$ cat config.mk
export PLATFORM = sky130hd
export DESIGN_NAME = rmrx_ctrl
export DESIGN_NICKNAME = d
export VERILOG_FILES = /design/src/rmrx_pkg.sv /design/src/rmrx_ctrl.sv
export SDC_FILE = /design/constraint.sdc
export NUM_CORES = 1
export LEC_CHECK = 0
export ABC_AREA = 1
export BUFFER_PORTS_ARGS = -buffer_cell sky130_fd_sc_hd__buf_4
export CAP_MARGIN = 5
export CELL_PAD_IN_SITES_DETAIL_PLACEMENT = 1
export CELL_PAD_IN_SITES_GLOBAL_PLACEMENT = 1
export CORE_MARGIN = 2
export CORE_UTILIZATION = 41
export CTS_CLUSTER_DIAMETER = 120
export CTS_CLUSTER_SIZE = 24
export DETAILED_ROUTE_END_ITERATION = 10
export PLACE_DENSITY = 0.8
export SETUP_SLACK_MARGIN = 0.3
export SYNTH_ARGS = -nofsm -noshare
export SYNTH_HDL_FRONTEND = slang
export SYNTH_SLANG_ARGS = --single-unit
$ cat constraint.sdc
create_clock -name i_sys_clk -period 2.4 [get_ports i_sys_clk]
set_clock_uncertainty 0.15 [all_clocks]
set_input_delay 0.24 -clock i_sys_clk [delete_from_list [all_inputs] [get_ports i_sys_clk]]
set_output_delay 0.24 -clock i_sys_clk [all_outputs]
set_load 0.01 [all_outputs]
$ cat src/rmrx_pkg.sv
package rmrx_pkg;
	// ----------------------------------------
	// Timing
	// ----------------------------------------
	localparam int CLK_HZ = 40_000_000;
	localparam int PROBE_MS = 12;
	localparam int LIMIT_MS = 600;
	localparam int PULSE_US = 5;
	localparam int PULSE_CYC = (PULSE_US * (CLK_HZ / 1000) + 999) / 1000;
	localparam int PROBE_CYC = PROBE_MS * (CLK_HZ / 1000);
	localparam int LIMIT_CYC = LIMIT_MS * (CLK_HZ / 1000);
	localparam int CNT_W = 25;
	localparam int NCH = 8;
	// ----------------------------------------
	// Four-level pin codes and detect selections
	// ----------------------------------------
	localparam logic [1:0] LVL_LO = 2'h0;
	localparam logic [1:0] LVL_R = 2'h1;
	localparam logic [1:0] LVL_F = 2'h2;
	localparam logic [1:0] LVL_HI = 2'h3;
	localparam logic [1:0] DET_HIZ = 2'h0;
	localparam logic [1:0] DET_LIM = 2'h1;
	localparam logic [1:0] DET_AUTO = 2'h2;
	localparam logic [1:0] DET_50 = 2'h3;
	// ----------------------------------------
	// Register indices, bits and reset value
	// ----------------------------------------
	localparam logic [7:0] REG_TERM_DIS = 8'h01;
	localparam logic [7:0] REG_DET = 8'h02;
	localparam logic [7:0] REG_THR = 8'h03;
	localparam logic [7:0] REG_RATE = 8'h04;
	localparam logic [7:0] REG_EQ0 = 8'h10;
	localparam logic [7:0] REG_SWING0 = 8'h18;
	localparam logic [7:0] REG_NUM = 8'h20;
	localparam logic [7:0] REG_RST = 8'h00;
	localparam int PD_OVR_BIT = 7;
	localparam int PD_VAL_BIT = 6;
	localparam int DET_OVR_BIT = 5;
	localparam int THR_OVR_BIT = 7;
	localparam int RATE_OVR_BIT = 7;
	localparam logic [6:0] SLV_BASE = 7'h58;
	// Pin-mode equalizer subset, indexed by the two pin levels
	localparam logic [15:0][7:0] EQ_TAB = {
		8'hFF, 8'hBF, 8'h7F, 8'hAA, 8'h3F, 8'h2F, 8'h1F, 8'h55,
		8'h0F, 8'h0B, 8'h15, 8'h07, 8'h03, 8'h02, 8'h01, 8'h00};
	// Threshold code per pin level: 0, R, F, 1
	localparam logic [3:0][1:0] THR_MAP = {2'h3, 2'h0, 2'h1, 2'h2};
	// ----------------------------------------
	// Types
	// ----------------------------------------
	typedef enum logic [3:0] {SM_IDLE, SM_ADDR, SM_AACK, SM_INDEX, SM_IACK, SM_DATA,
		SM_DACK, SM_READ, SM_RACK, SM_IGN} rmrx_smb_t;
	typedef enum logic [1:0] {RX_RUN, RX_HALT, RX_PWDN} rmrx_det_t;
	typedef struct packed {
		rmrx_smb_t sst;
		logic [3:0] bcnt;
		logic [7:0] sh;
		logic [7:0] idx;
		logic rw;
		logic sda_oe;
		logic scl_p;
		logic sda_p;
		logic [31:0][7:0] regs;
		rmrx_det_t dst;
		logic [CNT_W-1:0] ivl;
		logic [CNT_W-1:0] lim;
		logic [7:0] pdcnt;
		logic [NCH-1:0] found;
		logic probe;
		logic [NCH-1:0] term;
		logic drv;
		logic [NCH-1:0][7:0] eq;
		logic [NCH-1:0][7:0] swing;
		logic [3:0] thr;
		logic [1:0] rate;
		logic all_gen;
		logic slave;
		logic master;
	} rmrx_st_t;
	// Reset state; bus lines idle high so no false edge follows reset
	localparam rmrx_st_t ST_RST = '{sst: SM_IDLE, dst: RX_RUN, scl_p: 1'b1, sda_p: 1'b1,
		default: '0};
endpackage : rmrx_pkg

$ cat src/rmrx_ctrl.sv
// What this block does
// - Code 00 and powered up: manual detect, inputs high impedance.
// - Code 01: probe every 12 ms, stop after 600 ms, 50 ohm once found.
// - Code 10 (default): probe every 12 ms without limit, 50 ohm once found.
// - Code 11: manual detect, inputs held at 50 ohm.
// - Power-down input high: inputs high impedance, output drivers off.
// - Power-down pulse of at least 5 us then low restarts detection.
// - Slave mode: override bit plus toggled value bit restarts detection.
// - Threshold pin levels 0,R,F,1 give codes 10,01,00,11 in both fields.
// - Mode pin low pin mode, high slave mode, float master loading.
// - Pin mode: settings per side, swing follows de-emphasis level.
// - SMBus modes: swing, equalizer, de-emphasis, termination per lane.
// - SMBus modes: registers take over at once, pins become address.
// - Rate, detect, threshold pins rule until register override set.
// - Registers return to defaults at reset and while mode pin is low.
// - Power-down in slave mode leaves registers untouched.
// - Registers give 256 equalizer settings, pins a 16 entry subset.
// - Address inputs default 0000, address byte B0.
// - Seven-bit address is 58 hex plus address input value.
// - Address byte LSB is direction, zero meaning write.
// - Floating rate pin applies de-emphasis at all three generations.
// - Write: address, index, data, each acknowledged low, then stop.
// - Read: index write, repeated start, address read, one byte, NACK.
`timescale 1ns/1ps
`default_nettype none
module rmrx_ctrl #(
	parameter int unsigned PROBE_CYC = rmrx_pkg::PROBE_CYC,  // Probe interval cycles
	parameter int unsigned LIMIT_CYC = rmrx_pkg::LIMIT_CYC   // Probe limit cycles
) (
	input wire logic i_sys_clk,                               // 40 MHz clock
	input wire logic i_rstn,                                  // Async reset
	input wire logic [1:0] i_config_source_select,            // Mode pin level
	input wire logic i_present_powerdown,                     // Power-down pin
	input wire logic [1:0] i_receiver_detect_select,          // Detect pin level
	input wire logic [1:0] i_idle_threshold_select,           // Threshold pin level
	input wire logic [1:0] i_rate_select,                     // Rate pin level
	input wire logic [3:0] i_equalizer_level_pins_a,          // Side A equalizer pins
	input wire logic [3:0] i_equalizer_level_pins_b,          // Side B equalizer pins
	input wire logic [3:0] i_side_swing_deemphasis_pins_a,    // Side A swing pins
	input wire logic [3:0] i_side_swing_deemphasis_pins_b,    // Side B swing pins
	input wire logic [7:0] i_rx_found,                        // Probe result per lane
	input wire logic i_scl,                                   // SMBus clock
	input wire logic i_sda,                                   // SMBus data in
	output logic o_sda_o,                                     // SMBus data out
	output logic o_sda_oe,                                    // SMBus data enable
	output logic [7:0] o_term_50,                             // 50 ohm per lane
	output logic o_drv_en,                                    // Output drivers on
	output logic o_probe,                                     // Probe strobe
	output logic [63:0] o_eq_code,                            // Equalizer per lane
	output logic [63:0] o_output_swing_deemphasis_level,      // Swing per lane
	output logic [3:0] o_idle_thr,                            // Threshold fields
	output logic [1:0] o_rate,                                // Rate selection
	output logic o_deemph_all_gen,                            // All generations
	output logic o_slave_mode,                                // Slave mode
	output logic o_master_mode                                // Master loading
);
	// ----------------------------------------
	// Mode and pin decode
	// ----------------------------------------
	rmrx_pkg::rmrx_st_t q;
	rmrx_pkg::rmrx_st_t d;
	logic pinm;
	logic smb;
	logic slave;
	logic [3:0] ad;
	logic [6:0] addr;
	logic start;
	logic stop;
	logic rise;
	logic fall;
	logic [7:0] rdata;
	logic pd;
	logic sw_ovr;
	logic [1:0] code;
	logic code_auto;
	logic [7:0] tdis;
	logic [rmrx_pkg::NCH-1:0][7:0] eq_nx;
	logic [rmrx_pkg::NCH-1:0][7:0] sw_nx;

	assign pinm = i_config_source_select == rmrx_pkg::LVL_LO;
	assign slave = i_config_source_select == rmrx_pkg::LVL_HI;
	assign smb = !pinm;
	assign ad = {i_side_swing_deemphasis_pins_b[1:0] == rmrx_pkg::LVL_HI,
		i_side_swing_deemphasis_pins_a[1:0] == rmrx_pkg::LVL_HI,
		i_equalizer_level_pins_b[1:0] == rmrx_pkg::LVL_HI,
		i_equalizer_level_pins_a[1:0] == rmrx_pkg::LVL_HI};
	assign addr = rmrx_pkg::SLV_BASE + {3'h0, ad};
	assign start = q.scl_p && i_scl && q.sda_p && !i_sda;
	assign stop = q.scl_p && i_scl && !q.sda_p && i_sda;
	assign rise = !q.scl_p && i_scl;
	assign fall = q.scl_p && !i_scl;
	assign rdata = (q.idx < rmrx_pkg::REG_NUM) ? q.regs[q.idx[4:0]] : 8'h00;
	assign sw_ovr = slave && q.regs[rmrx_pkg::REG_DET][rmrx_pkg::PD_OVR_BIT];
	assign pd = sw_ovr ? q.regs[rmrx_pkg::REG_DET][rmrx_pkg::PD_VAL_BIT]
		: i_present_powerdown;
	assign code = (smb && q.regs[rmrx_pkg::REG_DET][rmrx_pkg::DET_OVR_BIT])
		? q.regs[rmrx_pkg::REG_DET][3:2] : i_receiver_detect_select;
	assign code_auto = code == rmrx_pkg::DET_LIM || code == rmrx_pkg::DET_AUTO;
	assign tdis = smb ? q.regs[rmrx_pkg::REG_TERM_DIS] : 8'h00;

	// ----------------------------------------
	// Per-lane settings
	// ----------------------------------------
	for (genvar g = 0; g < rmrx_pkg::NCH; g++) begin : g_lane
		localparam logic [7:0] EQ_IX = rmrx_pkg::REG_EQ0 + 8'(g);
		localparam logic [7:0] SW_IX = rmrx_pkg::REG_SWING0 + 8'(g);
		logic [3:0] eqp;
		logic [3:0] swp;
		assign eqp = (g < 4) ? i_equalizer_level_pins_a : i_equalizer_level_pins_b;
		assign swp = (g < 4) ? i_side_swing_deemphasis_pins_a
			: i_side_swing_deemphasis_pins_b;
		assign eq_nx[g] = smb ? q.regs[EQ_IX[4:0]] : rmrx_pkg::EQ_TAB[eqp];
		assign sw_nx[g] = smb ? q.regs[SW_IX[4:0]] : {4'h0, swp};
	end

	// ----------------------------------------
	// Next state
	// ----------------------------------------
	always_comb begin
		d = q;
		d.scl_p = i_scl;
		d.sda_p = i_sda;
		d.probe = 1'b0;
		// SMBus slave
		if (!slave || stop) begin
			d.sst = rmrx_pkg::SM_IDLE;
			d.sda_oe = 1'b0;
		end else if (start) begin
			d.sst = rmrx_pkg::SM_ADDR;
			d.bcnt = 4'h0;
			d.sda_oe = 1'b0;
		end else if (rise) begin
			if (q.sst inside {rmrx_pkg::SM_ADDR, rmrx_pkg::SM_INDEX, rmrx_pkg::SM_DATA,
				rmrx_pkg::SM_READ}) begin
				d.sh = {q.sh[6:0], i_sda};
				d.bcnt = q.bcnt + 4'h1;
			end
			if (q.sst == rmrx_pkg::SM_RACK && i_sda) begin
				d.sst = rmrx_pkg::SM_IGN;
			end
		end else if (fall) begin
			unique case (q.sst)
				rmrx_pkg::SM_ADDR: begin
					if (q.bcnt == 4'h8) begin
						if (q.sh[7:1] == addr) begin
							d.sda_oe = 1'b1;
							d.rw = q.sh[0];
							d.sst = rmrx_pkg::SM_AACK;
						end else begin
							d.sst = rmrx_pkg::SM_IGN;
						end
					end
				end
				rmrx_pkg::SM_INDEX: begin
					if (q.bcnt == 4'h8) begin
						d.idx = q.sh;
						d.sda_oe = 1'b1;
						d.sst = rmrx_pkg::SM_IACK;
					end
				end
				rmrx_pkg::SM_DATA: begin
					if (q.bcnt == 4'h8) begin
						if (q.idx < rmrx_pkg::REG_NUM) begin
							d.regs[q.idx[4:0]] = q.sh;
						end
						d.sda_oe = 1'b1;
						d.sst = rmrx_pkg::SM_DACK;
					end
				end
				rmrx_pkg::SM_AACK: begin
					d.bcnt = 4'h0;
					if (q.rw) begin
						d.sh = rdata;
						d.sda_oe = !rdata[7];
						d.sst = rmrx_pkg::SM_READ;
					end else begin
						d.sda_oe = 1'b0;
						d.sst = rmrx_pkg::SM_INDEX;
					end
				end
				rmrx_pkg::SM_IACK, rmrx_pkg::SM_DACK: begin
					d.sda_oe = 1'b0;
					d.bcnt = 4'h0;
					d.sst = rmrx_pkg::SM_DATA;
					if (q.sst == rmrx_pkg::SM_DACK) begin
						d.idx = q.idx + 8'h01;
					end
				end
				rmrx_pkg::SM_READ: begin
					if (q.bcnt == 4'h8) begin
						d.sda_oe = 1'b0;
						d.sst = rmrx_pkg::SM_RACK;
					end else begin
						d.sda_oe = !q.sh[7];
					end
				end
				rmrx_pkg::SM_RACK: begin
					d.bcnt = 4'h0;
					d.sh = rdata;
					d.sda_oe = !rdata[7];
					d.sst = rmrx_pkg::SM_READ;
				end
				rmrx_pkg::SM_IDLE, rmrx_pkg::SM_IGN: begin
				end
			endcase
		end
		// Power-down does not touch registers; mode pin low clears them
		if (pinm) begin
			d.regs = '0;
		end
		// Receiver detect
		if (pd) begin
			d.dst = rmrx_pkg::RX_PWDN;
			if (q.pdcnt != 8'hFF) begin
				d.pdcnt = q.pdcnt + 8'h01;
			end
		end else if (q.dst == rmrx_pkg::RX_PWDN) begin
			d.dst = rmrx_pkg::RX_RUN;
			d.pdcnt = 8'h00;
			if (q.pdcnt >= 8'(rmrx_pkg::PULSE_CYC) || sw_ovr) begin
				d.found = '0;
				d.ivl = '0;
				d.lim = '0;
			end
		end else if (!code_auto) begin
			d.ivl = '0;
			d.lim = '0;
		end else if (q.dst == rmrx_pkg::RX_RUN || code == rmrx_pkg::DET_AUTO) begin
			d.found = q.found | (q.probe ? i_rx_found : 8'h00);
			if (q.ivl == rmrx_pkg::CNT_W'(PROBE_CYC - 1)) begin
				d.ivl = '0;
				d.probe = q.found != 8'hFF;
			end else begin
				d.ivl = q.ivl + rmrx_pkg::CNT_W'(1);
			end
			if (code == rmrx_pkg::DET_LIM) begin
				d.lim = q.lim + rmrx_pkg::CNT_W'(1);
				if (q.lim == rmrx_pkg::CNT_W'(LIMIT_CYC - 1)) begin
					d.dst = rmrx_pkg::RX_HALT;
				end
			end
		end
		if (pd) begin
			d.term = '0;
		end else if (code == rmrx_pkg::DET_50) begin
			d.term = ~tdis;
		end else if (code == rmrx_pkg::DET_HIZ) begin
			d.term = '0;
		end else begin
			d.term = d.found & ~tdis;
		end
		d.drv = !pd;
		// Configuration outputs
		d.eq = eq_nx;
		d.swing = sw_nx;
		d.thr = (smb && q.regs[rmrx_pkg::REG_THR][rmrx_pkg::THR_OVR_BIT])
			? q.regs[rmrx_pkg::REG_THR][3:0]
			: {2{rmrx_pkg::THR_MAP[i_idle_threshold_select]}};
		d.rate = (smb && q.regs[rmrx_pkg::REG_RATE][rmrx_pkg::RATE_OVR_BIT])
			? q.regs[rmrx_pkg::REG_RATE][1:0] : i_rate_select;
		d.all_gen = d.rate == rmrx_pkg::LVL_F;
		d.slave = slave;
		d.master = i_config_source_select == rmrx_pkg::LVL_F;
	end

	always_ff @(posedge i_sys_clk or negedge i_rstn) begin
		if (!i_rstn) begin
			q <= rmrx_pkg::ST_RST;
		end else begin
			q <= d;
		end
	end

	assign o_sda_o = 1'b0;
	assign o_sda_oe = q.sda_oe;
	assign o_term_50 = q.term;
	assign o_drv_en = q.drv;
	assign o_probe = q.probe;
	assign o_eq_code = q.eq;
	assign o_output_swing_deemphasis_level = q.swing;
	assign o_idle_thr = q.thr;
	assign o_rate = q.rate;
	assign o_deemph_all_gen = q.all_gen;
	assign o_slave_mode = q.slave;
	assign o_master_mode = q.master;
endmodule : rmrx_ctrl
`default_nettype wire

---- Word level (Yosys, flattened, before mapping) ----
Memory sizes are Yosys's and may differ from the RTL's.
Cells that the tools add are included.
Widths: inputs -> output; s select.
storage, ports and cells
  register bits after elaboration ......... 499
  ROM bits ................................ 256
  input port bits ......................... 37
  output and inout port bits .............. 149
  logic and storage cells ................. 298
  memories ................................ 2
memory list
  name             words  bits a word  read ports  clocked after memory_dff  write ports  RTL line          source
  (no name shown)  16     8            1           0                         0            rmrx_ctrl.sv:112  assign eq_nx[g] = smb ? q.regs[EQ_IX[4:0]] : rmrx_pkg::EQ_TAB[eqp];
  (no name shown)  16     8            1           0                         0            rmrx_ctrl.sv:112
operators by class
  $add $sub $neg .......................... 6
  order comparisons ....................... 7
  equal/unequal tests ..................... 48
  multiplexer cells ....................... 97
  bitwise operators ....................... 7
  reduce and logical (&&, ||, !) cells .... 62
operators with widths
  kind                   count
  $mux 256               8
  $mux 8                 35
  $bwmux 256             1
  $mux 52                2
  $mux 50                2
  $add 25x1->25 const B  2
  $mux 25                2
  $bmux 8 s5             1
  $demux 8 s5            1
  $mux 4                 9
  $pmux 8 s2             2
  $mux 2                 14
  $pmux 4 s7             1
  $reduce_and 7->1       4
  $mux 9                 3
  $mux 26                1
  $eq 25x19->1 const B   1
  $eq 25x25->1 const B   1
  $reduce_bool 3->1      8
  $eq 2x2->1 const B     10
  $ne 5x4->1 const B     4
  $add 8x1->8 const B    2
  $eq 4x3->1 const B     4
  $mux 16                1
  46 further kinds       108

---- Depth between registers and ports, before layout ----
Gate-level depths: netlist of the first run.
  word-level depth ........................ 15
  depth in mapped cells ................... 19
  depth with buffers taken out ............ 17

---- Least setup slack after synthesis of the first run ----
No wires, ideal clock.
  path type ............................... input-to-reg
  start point ............................. input i_config_source_select[1]
  end point ............................... register q[173] (netlist name)
  library setup time ...................... 0.072 ns
  arrival ................................. 2.627 ns
  required time ........................... 2.178 ns
  path slack .............................. -0.449 ns
  cell stages on the path ................. 17
  buffers on the path ..................... 4
  path through ............................ nor2_1 inv_1 clkbuf_1 nand2_1 o21ai_0 ha_1 buf_2 inv_1 nand2_1 nor2_1 nor2_1 nand2_1 a21oi_1 buf_2 buf_2 a31oi_1 nor2_1
between the ends
  word-level cells in the longest chain between the ends .. 8
  elaborated cells between the ends (all ways) .. 19
  those cells by class .................... 6 x eq/ne; 4 x mux; 1 x bitwise; 8 x reduce/logical
RTL lines
  element                                                              RTL line                                             source
  start: declaration                                                   rmrx_ctrl.sv:32                                      input wire logic [1:0] i_config_source_select,
  $logic_not 2->1                                                      rmrx_ctrl.sv:80                                      assign pinm = i_config_source_select == rmrx_pkg::LVL_LO;
  $logic_not 1->1                                                      rmrx_ctrl.sv:82                                      assign smb = !pinm;
  $logic_and 1x1->1                                                    rmrx_ctrl.sv:96                                      assign code = (smb && q.regs[rmrx_pkg::REG_DET][rmrx_pkg::DET_OVR_BIT])
  $mux 2                                                               rmrx_ctrl.sv:97                                      ? q.regs[rmrx_pkg::REG_DET][3:2] : i_receiver_detect_select;
  $eq 2x1->1 / $eq 2x2->1 (equally long branches)                      rmrx_ctrl.sv:98, rmrx_ctrl.sv:236, rmrx_ctrl.sv:228
  $logic_or 1x1->1, on equally long branches                           rmrx_ctrl.sv:98, rmrx_ctrl.sv:228
  $ne 3x1->1 (no source line) / $mux 50 (equally long branches)        --
  $reduce_and 4->1 (no source line) / $mux 52 (equally long branches)  --
  end signal: assignment                                               rmrx_ctrl.sv:268                                     q <= rmrx_pkg::ST_RST;
  end: declaration                                                     rmrx_ctrl.sv:60                                      rmrx_pkg::rmrx_st_t q;
Parallel ways exist; a longest one is shown, timed or not.
A chain may end at the register's enable or synchronous reset.

---- Worst setup path in the final report of the first run ----
  start point ............................. register q[472] (netlist name)
  end point ............................... register q[335] (netlist name)
between the ends
  word-level cells in the longest chain between the ends .. 6
  elaborated cells between the ends (all ways) .. 14
  those cells by class .................... 3 x eq/ne; 11 x reduce/logical
RTL lines
  element                              RTL line                          source
  $logic_and 1x1->1                    rmrx_ctrl.sv:88, rmrx_ctrl.sv:89
  $logic_and 1x1->1 (2 in a row)       rmrx_ctrl.sv:89                   assign stop = q.scl_p && i_scl && !q.sda_p && i_sda;
  $logic_or 1x1->1                     rmrx_ctrl.sv:125                  if (!slave || stop) begin
  $ne 2x2->1 (no source line)          --
  $reduce_and 7->1 (no source line) *  --
Mark *: on every way between the ends. The rest lies on a longest branch, timed or not.

==> impl_results.rst, run 1 <==
.. list-table::
   :header-rows: 1

   * - Metric
     - Value
   * - Result of the run
     - finished, violations left
   * - Violations in the final reports
     - negative setup slack
   * - Class of the tightest hold or removal check
     - primary input to register
   * - Gr ovfl total
     - 0
   * - Antenna diode count
     - 0
   * - Area of placed instances
     - 0.02657 sq mm
   * - Total setup violations reported at the end of the flow
     - 9
   * - Setup TNS after final layout
     - -0.2481 ns
   * - Leading post-synthesis cells by cell area
     - sky130_fd_sc_hd__dfrtp_1 (51%), sky130_fd_sc_hd__nand2_1 (11%), sky130_fd_sc_hd__o21ai_0 (10%)
   * - Clock share of power
     - 0.298
   * - Dominant combinational cell family by area after synthesis
     - simple AND/OR/NAND/NOR gates
   * - Detailed-placement wirelength estimate
     - 57.90 mm
   * - Largest net degree at the start of global routing
     - 92
   * - Clock sinks
     - 499
   * - Die Width
     - 247.2 um
   * - Detail-routed net length per standard cell
     - 23.89 um
   * - Via density per instance
     - 5.779
   * - Area delta synth->final
     - 27.61%
   * - Finished Cell Area
     - 0.03095 sq mm
   * - Maximum resistive drop on vdd
     - 0.0005628 V
   * - Height of the die
     - 247.2 um
   * - Simple-gate area share of the yosys netlist
     - 0.2164
   * - P_leak
     - 14.42 nW
   * - Flip-flop and latch count after synthesis
     - 499
   * - Antenna violations before repair
     - 0
   * - Share of synthesized cell area in full adder, half adder and majority cells
     - 0.008770
   * - Category of the critical setup timing path
     - register to register
   * - Proportion of layout cells with a drive suffix above 1
     - 0.2635
   * - Power Internal
     - 11.23 mW
   * - Fraction of the yosys area taken by sequential cells
     - 0.5149
   * - Compound-gate portion of the synthesized area
     - 0.1435
   * - Core area
     - 0.05880 sq mm
   * - Average instance area after synthesis
     - 7.978 sq um
   * - Footprint of the multi-input gates
     - 0.01097 sq mm
   * - Maximum level of the CTS H-tree
     - 1
   * - Cell with the most instances after synthesis
     - sky130_fd_sc_hd__nand2_1
   * - Area of the mapped netlist
     - 0.02425 sq mm
   * - Transition at the pin with the smallest max-transition slack
     - 1.228 ns
   * - Count of filler cells inserted in the layout
     - 6817
   * - Peak Freq
     - 405.4 MHz
   * - Starting density of the core
     - 0.4125
   * - Share of the cycle needed by the critical path after routing
     - 1.028
   * - Post-route non-filler standard cell count
     - 4029
   * - Final number of hold-violating endpoints
     - 0
   * - Net count, final
     - 3308
   * - CP Data Arrival Time
     - 2.81 ns
   * - Proportion of netlist area held by the largest area contributor
     - 0.5128
   * - Worst setup SP type
     - register
   * - Area used by sequential logic in the layout
     - 0.01250 sq mm
   * - Portion of netlist area occupied by mux cells
     - 0
   * - Clock tree from TritonCTS
     - done
   * - Number of buffers added on ports
     - 184
   * - Via count of the first global-routing pass
     - 23500
   * - Pwr dens
     - 516.2 mW/mm^2
   * - Iteration-0 DRC Markers
     - 2238
   * - Endpoint required time on the critical path
     - 2.75 ns
   * - Clock transition at the registers of the reported paths
     - 0.11 ns
   * - Worst Setup Slack, final
     - -0.06678 ns
   * - Global placer's final weighted congestion
     - 0.8989
   * - Max-slew headroom
     - 0.1815
   * - Total Routed Length
     - 96.26 mm
   * - Unrepaired setup endpoints after global routing
     - true
   * - Total track usage
     - 0.2757
   * - NetSw
     - 4.750 mW
   * - Pins over their slew limit
     - 0
   * - Final period demand of the worst path
     - 2.467 ns
   * - Total via count in the routed design
     - 23280
   * - Commonest cells in the synthesized netlist
     - sky130_fd_sc_hd__nand2_1 (699), sky130_fd_sc_hd__o21ai_0 (498), sky130_fd_sc_hd__dfrtp_1 (497), sky130_fd_sc_hd__nor2_1 (318), sky130_fd_sc_hd__inv_1 (266)
   * - Cts bufs inserted
     - 24
   * - DRC violation count after routing
     - 0
   * - Synth Net Count
     - 3094
   * - Top-level I/O count
     - 186
   * - ANT nets after route
     - 0
   * - Number of placed cells counting well taps
     - 3868
   * - Maximum count of clock buffers along a single path
     - 3
   * - Total of warnings raised by yosys
     - 0
   * - Top cell type by total area after synthesis
     - sky130_fd_sc_hd__dfrtp_1
   * - Die footprint
     - 0.06112 sq mm
   * - Max Cap Viol
     - 0
   * - Number of enable flip-flop cells after synthesis
     - 0
   * - Endpoint class of the critical path
     - register
   * - Net switching fraction of the power
     - 0.2973
   * - Highest fanout seen on the critical path
     - 8
   * - Flip-flop cell with the highest count after synthesis
     - sky130_fd_sc_hd__dfrtp_1
   * - Total number of placement rows
     - 89
   * - Global-route wire length before repair
     - 132.2 mm
   * - Skew-Pair Late Insertion Delay
     - 0.60 ns
   * - Synthesized-area fraction occupied by xor and xnor cells
     - 0.007222
   * - Synth unique cells
     - 43
   * - Flop pwr share
     - 0.551
   * - Power share of the combinational group
     - 0.152
   * - Root buffer cell
     - sky130_fd_sc_hd__clkbuf_16
   * - Synth async-reset ratio
     - 1.000
   * - Count of TritonRoute iterations in the first routing pass
     - 5
   * - Post-Syn Instances
     - 3040
## worst max-delay path, cell delays in order, from the launching register on
cell                      delay, ns
sky130_fd_sc_hd__dfstp_2       0.59
sky130_fd_sc_hd__ha_2          0.19
sky130_fd_sc_hd__nand2_1       0.06
sky130_fd_sc_hd__nor2_2        0.10
sky130_fd_sc_hd__inv_1         0.08
sky130_fd_sc_hd__nand2_2       0.10
sky130_fd_sc_hd__nor2_4        0.06
sky130_fd_sc_hd__nand4_1       0.09
sky130_fd_sc_hd__buf_6         0.15
sky130_fd_sc_hd__buf_12        0.18
sky130_fd_sc_hd__nor2_4        0.06
sky130_fd_sc_hd__nor2_1        0.10
sky130_fd_sc_hd__buf_4         0.21
sky130_fd_sc_hd__nand2_1       0.06
sky130_fd_sc_hd__o21ai_1       0.16
## cell usage in the layout (no fill, tap or decap), types with 40 or more instances in the layout
cell type,n
sky130_fd_sc_hd__buf_12,40
sky130_fd_sc_hd__a21oi_1,66
sky130_fd_sc_hd__dfrtp_1,494
sky130_fd_sc_hd__o21ai_2,83
sky130_fd_sc_hd__nand3_2,58
sky130_fd_sc_hd__nand2_1,616
sky130_fd_sc_hd__nor2_4,40
sky130_fd_sc_hd__buf_6,40
sky130_fd_sc_hd__o21ai_1,149
sky130_fd_sc_hd__inv_1,237
sky130_fd_sc_hd__nand3_1,125
sky130_fd_sc_hd__buf_4,313
sky130_fd_sc_hd__nand2_2,50
sky130_fd_sc_hd__nor2_1,261
sky130_fd_sc_hd__o21ai_0,271
## final timing paths
check                                       startpoint                 endpoint  slack (ns)  depth (start not counted)
max reg2reg                           q[472]$_DFF_PN1_       q[335]$_DFFE_PN0P_       -0.07                         14
max in group asynchronous                       i_rstn  o_eq_code[10]$_DFF_PN0_        1.26                          3
min reg2reg                         q[232]$_DFFE_PN0P_       q[232]$_DFFE_PN0P_        0.35                          2
min                        i_equalizer_level_pins_b[0]  o_eq_code[51]$_DFF_PN0_        0.05                          5
min in group asynchronous                       i_rstn       q[468]$_DFFE_PN0P_        0.06                          2
max                                   q[472]$_DFF_PN1_       q[335]$_DFFE_PN0P_       -0.07                         14
## what timing repair did
| item | 4_1_cts | 5_1_grt |
|---|---|---|
| pin swaps | 45 | 88 |
| endpoints found under the hold margin | 549 | 0 |
| gates resized for setup | 314 | 482 |
| cloned | 12 | 24 |
| hold buffers | 34 | 0 |
| setup endpoints to repair | 338 | 353 |
| buffers inserted | 25 | 38 |
## flip-flops by register name, indices dropped and copies added, names as in the netlist
signal	flops
o_term_50	8
o_output_swing_deemphasis_level	64
o_eq_code	64
o_probe	1
o_drv_en	1
q	351
o_slave_mode	1
o_sda_oe	1
o_deemph_all_gen	1
o_master_mode	1
o_rate	2
o_idle_thr	4
## metrics by stage
step                      total power, mW  utilization  setup WS [ns]  hold WS (ns)
after global placement              10.88       0.4519        -0.1180        0.1083
after floorplan                     9.854            -        0.09168       -0.2056
after global routing                16.47       0.5264        -0.1587       0.09173
after detailed placement            10.95       0.4519        -0.1670        0.1078
final                               15.98       0.5264       -0.06678       0.04636
after CTS                           15.74       0.4905        0.09006       0.01649
## layout make-up
cell class                      count  area share
Inverter                          268     0.03456
Clock buffer                       27     0.02078
Sequential cell                   499      0.4037
Timing Repair Buffer              469      0.1547
Timing Repair inverter              1   0.0003638
Multi-Input combinational cell   1991      0.3545
Clock inverter                      1   0.0001617
Tap cell                          773     0.03125
## cell families (layout without fill, tap and decap cells)
group                    after synthesis  after routing
flip-flops                           499            499
XOR/XNOR                              20             20
other                                  1              1
AND/OR/NAND/NOR                     1285           1287
AO/OA/AOI/OAI                        666            666
adder cells (fa/ha/maj)               17             17
buffers and inverters                552            766
## power groups by stage
| stage | Sequential [mW] | Clock, mW | Combinational (mW) |
|---|---|---|---|
| after floorplan | 8.88 | 0 | 0.978 |
| after global placement | 8.93 | 0 | 1.95 |
| after detailed placement | 8.94 | 0 | 2.01 |
| after CTS | 8.78 | 4.76 | 2.20 |
| after global routing | 8.81 | 5.10 | 2.56 |
| final | 8.80 | 4.75 | 2.43 |
## per-layer routing
layer  track usage  share of wire  up-vias  wire, um
met4       0.09616          0.050        0      4812
met3       0.03213          0.070      279      6780
li1              -              -    10120         -
met5             0              0        -         0
met1        0.3593           0.39    11810     37920
met2        0.4741           0.49     1065     46740
No activity file was read; power rests on OpenSTA's default activity.
==> run 2, diff against run 1 <==
==> constraint.sdc (replaced) <==
create_clock -name i_sys_clk -period 2.4 [get_ports i_sys_clk]
set_clock_uncertainty 0.15 [all_clocks]
set_input_delay 0.12 -clock i_sys_clk [delete_from_list [all_inputs] [get_ports i_sys_clk]]
set_output_delay 0.12 -clock i_sys_clk [all_outputs]
set_load 0.01 [all_outputs]
==> impl_results.rst, run 2 (synthesis results as in run 1) <==
.. list-table::
   :header-rows: 1

   * - Metric
     - Value
   * - Result of the run
     - finished, violations left
   * - Violations in the final reports
     - negative setup slack
   * - Total track usage
     - 0.2681
   * - Maximum level of the CTS H-tree
     - 1
   * - Endpoint class of the critical path
     - register
   * - Maximum count of clock buffers along a single path
     - 3
   * - Number of buffers added on ports
     - 184
   * - Max Cap Viol
     - 0
   * - Clock sinks
     - 499
   * - Clock tree from TritonCTS
     - done
   * - Count of TritonRoute iterations in the first routing pass
     - 5
   * - Top library cells by usage in the layout, fill and taps aside
     - sky130_fd_sc_hd__nand2_1 (598), sky130_fd_sc_hd__dfrtp_1 (494), sky130_fd_sc_hd__o21ai_0 (307)
   * - Via density per instance
     - 5.751
   * - Root buffer cell
     - sky130_fd_sc_hd__clkbuf_16
   * - Transition at the pin with the smallest max-transition slack
     - 0.7530 ns
   * - Via count of the first global-routing pass
     - 23030
   * - Worst Setup Slack, final
     - -0.04907 ns
   * - Worst flop-to-flop path startpoint
     - q[472]$_DFF_PN1_
   * - Core area
     - 0.05880 sq mm
   * - Detailed-placement wirelength estimate
     - 56.49 mm
   * - Count of filler cells inserted in the layout
     - 6823
   * - Hold worst-path end
     - q[483]$_DFFE_PN0P_
   * - PnR Total Power
     - 15.95 mW
   * - Total setup violations reported at the end of the flow
     - 32
   * - Footprint of the multi-input gates
     - 0.01077 sq mm
   * - Area of placed instances
     - 0.02638 sq mm
   * - Area used by sequential logic in the layout
     - 0.01250 sq mm
   * - Largest reg by FF count
     - q
   * - Total via count in the routed design
     - 23020
   * - Worst Min Path Start
     - i_scl
   * - Antenna violations before repair
     - 0
   * - Global-route wire length before repair
     - 129.2 mm
   * - Post-Route Utilization
     - 0.5153
   * - Max-slew headroom
     - 0.4980
   * - Final period demand of the worst path
     - 2.449 ns
   * - Commonest non-fill, non-tap cell in the layout
     - sky130_fd_sc_hd__nand2_1
   * - Clock transition at the registers of the reported paths
     - 0.11 ns
   * - Pins over their slew limit
     - 0
   * - Category of the critical setup timing path
     - register to register
   * - Met3 Usage GRT
     - 0.03321
   * - ANT nets after route
     - 0
   * - Number of placed cells counting well taps
     - 3847
   * - Highest fanout seen on the critical path
     - 9
   * - Proportion of layout cells with a drive suffix above 1
     - 0.2431
   * - P_leak
     - 14.15 nW
   * - Routing usage on met2
     - 0.4633
   * - Maximum resistive drop on vdd
     - 0.0005081 V
   * - Unrepaired setup endpoints after global routing
     - true
   * - Endpoint required time on the critical path
     - 2.73 ns
   * - Largest net degree at the start of global routing
     - 108
   * - Share of the cycle needed by the critical path after routing
     - 1.020
   * - Die Width
     - 247.2 um
   * - Height of the die
     - 247.2 um
   * - Net count, final
     - 3273
   * - Total Routed Length
     - 93.19 mm
   * - CP Data Arrival Time
     - 2.78 ns
   * - Cts bufs inserted
     - 24
   * - Total number of placement rows
     - 89
   * - Die footprint
     - 0.06112 sq mm
   * - Number of cells on the worst hold path
     - 6
   * - Finished Cell Area
     - 0.03030 sq mm
   * - Launching element of the worst setup path
     - q[472]$_DFF_PN1_
   * - Number of cells on the worst reg-to-reg path
     - 12
   * - Final number of hold-violating endpoints
     - 0
   * - Post-route non-filler standard cell count
     - 4002
   * - Gr ovfl total
     - 0
   * - Global placer's final weighted congestion
     - 0.8958
   * - Met1 Usage GRT
     - 0.3516
   * - Capturing point of the worst reg2reg path
     - q[217]$_DFFE_PN0P_
   * - Pwr dens
     - 526.3 mW/mm^2
   * - Global routing's busiest layer
     - met2
   * - Peak Freq
     - 408.3 MHz
   * - Antenna diode count
     - 0
   * - Skew-Pair Late Insertion Delay
     - 0.61 ns
   * - Worst setup SP type
     - register
   * - Max FFs per register
     - 351
   * - Starting density of the core
     - 0.4125
   * - Area delta synth->final
     - 24.93%
   * - Iteration-0 DRC Markers
     - 2271
   * - Class of the tightest hold or removal check
     - primary input to register
   * - Setup TNS after final layout
     - -0.5531 ns
   * - Detail-routed net length per standard cell
     - 23.29 um
   * - DRC violation count after routing
     - 0
   * - Top-level I/O count
     - 186
   * - Setup slack of the worst register-to-register path
     - -0.05 ns
-- run 2: stage by stage --
stage	worst slack (ns)	hold WS, ns
detailed placement	-0.2426	-0.06386
CTS	0.01257	0.05552
global route	-0.1361	0.07368
floorplan	0.2092	-0.3256
finish	-0.04907	0.04724
global placement	-0.1789	-0.05991
-- run 2: worst max-delay path by stage --
stage / slack [ns] / to / cells after the start
CTS: 0.01 / q[231]$_DFFE_PN0P_ / 11
finish: -0.05 / q[217]$_DFFE_PN0P_ / 12
global placement: -0.18 / q[173]$_DFFE_PN0P_ / 17
detailed placement: -0.24 / q[181]$_DFFE_PN0P_ / 17
global route: -0.14 / q[217]$_DFFE_PN0P_ / 13
floorplan: 0.21 / q[173]$_DFFE_PN0P_ / 17
-- run 2: cell type report --
cell class,count,area share
flip-flops and latches,499,0.4124
multi-input cells,1992,0.3555
repair buffers,434,0.1430
inverters,268,0.03498
well taps,773,0.03192
clock buffers,35,0.02189
clock inverters,1,0.0002478
-- run 2: critical path: stages (launching register included) --
cell                      delay, ns
sky130_fd_sc_hd__dfstp_2       0.57
sky130_fd_sc_hd__buf_4         0.12
sky130_fd_sc_hd__ha_4          0.12
sky130_fd_sc_hd__inv_2         0.05
sky130_fd_sc_hd__nor2_4        0.08
sky130_fd_sc_hd__inv_2         0.06
sky130_fd_sc_hd__nor2_4        0.13
sky130_fd_sc_hd__nand4_1       0.18
sky130_fd_sc_hd__buf_6         0.20
sky130_fd_sc_hd__buf_6         0.15
sky130_fd_sc_hd__nor2_4        0.13
sky130_fd_sc_hd__inv_2         0.10
sky130_fd_sc_hd__o21ai_0       0.28
-- run 2: what timing repair did --
item                                   in CTS  in global routing
endpoints found under the hold margin     623                  0
hold buffers                               41                  0
gates cloned                                7                 25
pin swaps                                  38                102
setup endpoints to repair                 342                356
setup buffers                              17                 29
gates resized for setup                   159                542
-- run 2: layer usage --
metal,wire length [um],part of all wire
met1,37360,0.40
met2,45780,0.49
met3,6015,0.065
met4,4040,0.043
met5,0,0
-- run 2: where the power goes --
part / internal [mW] / switching, mW
clock network: 1.93 / 2.87
logic: 0.707 / 1.63
registers: 8.60 / 0.207
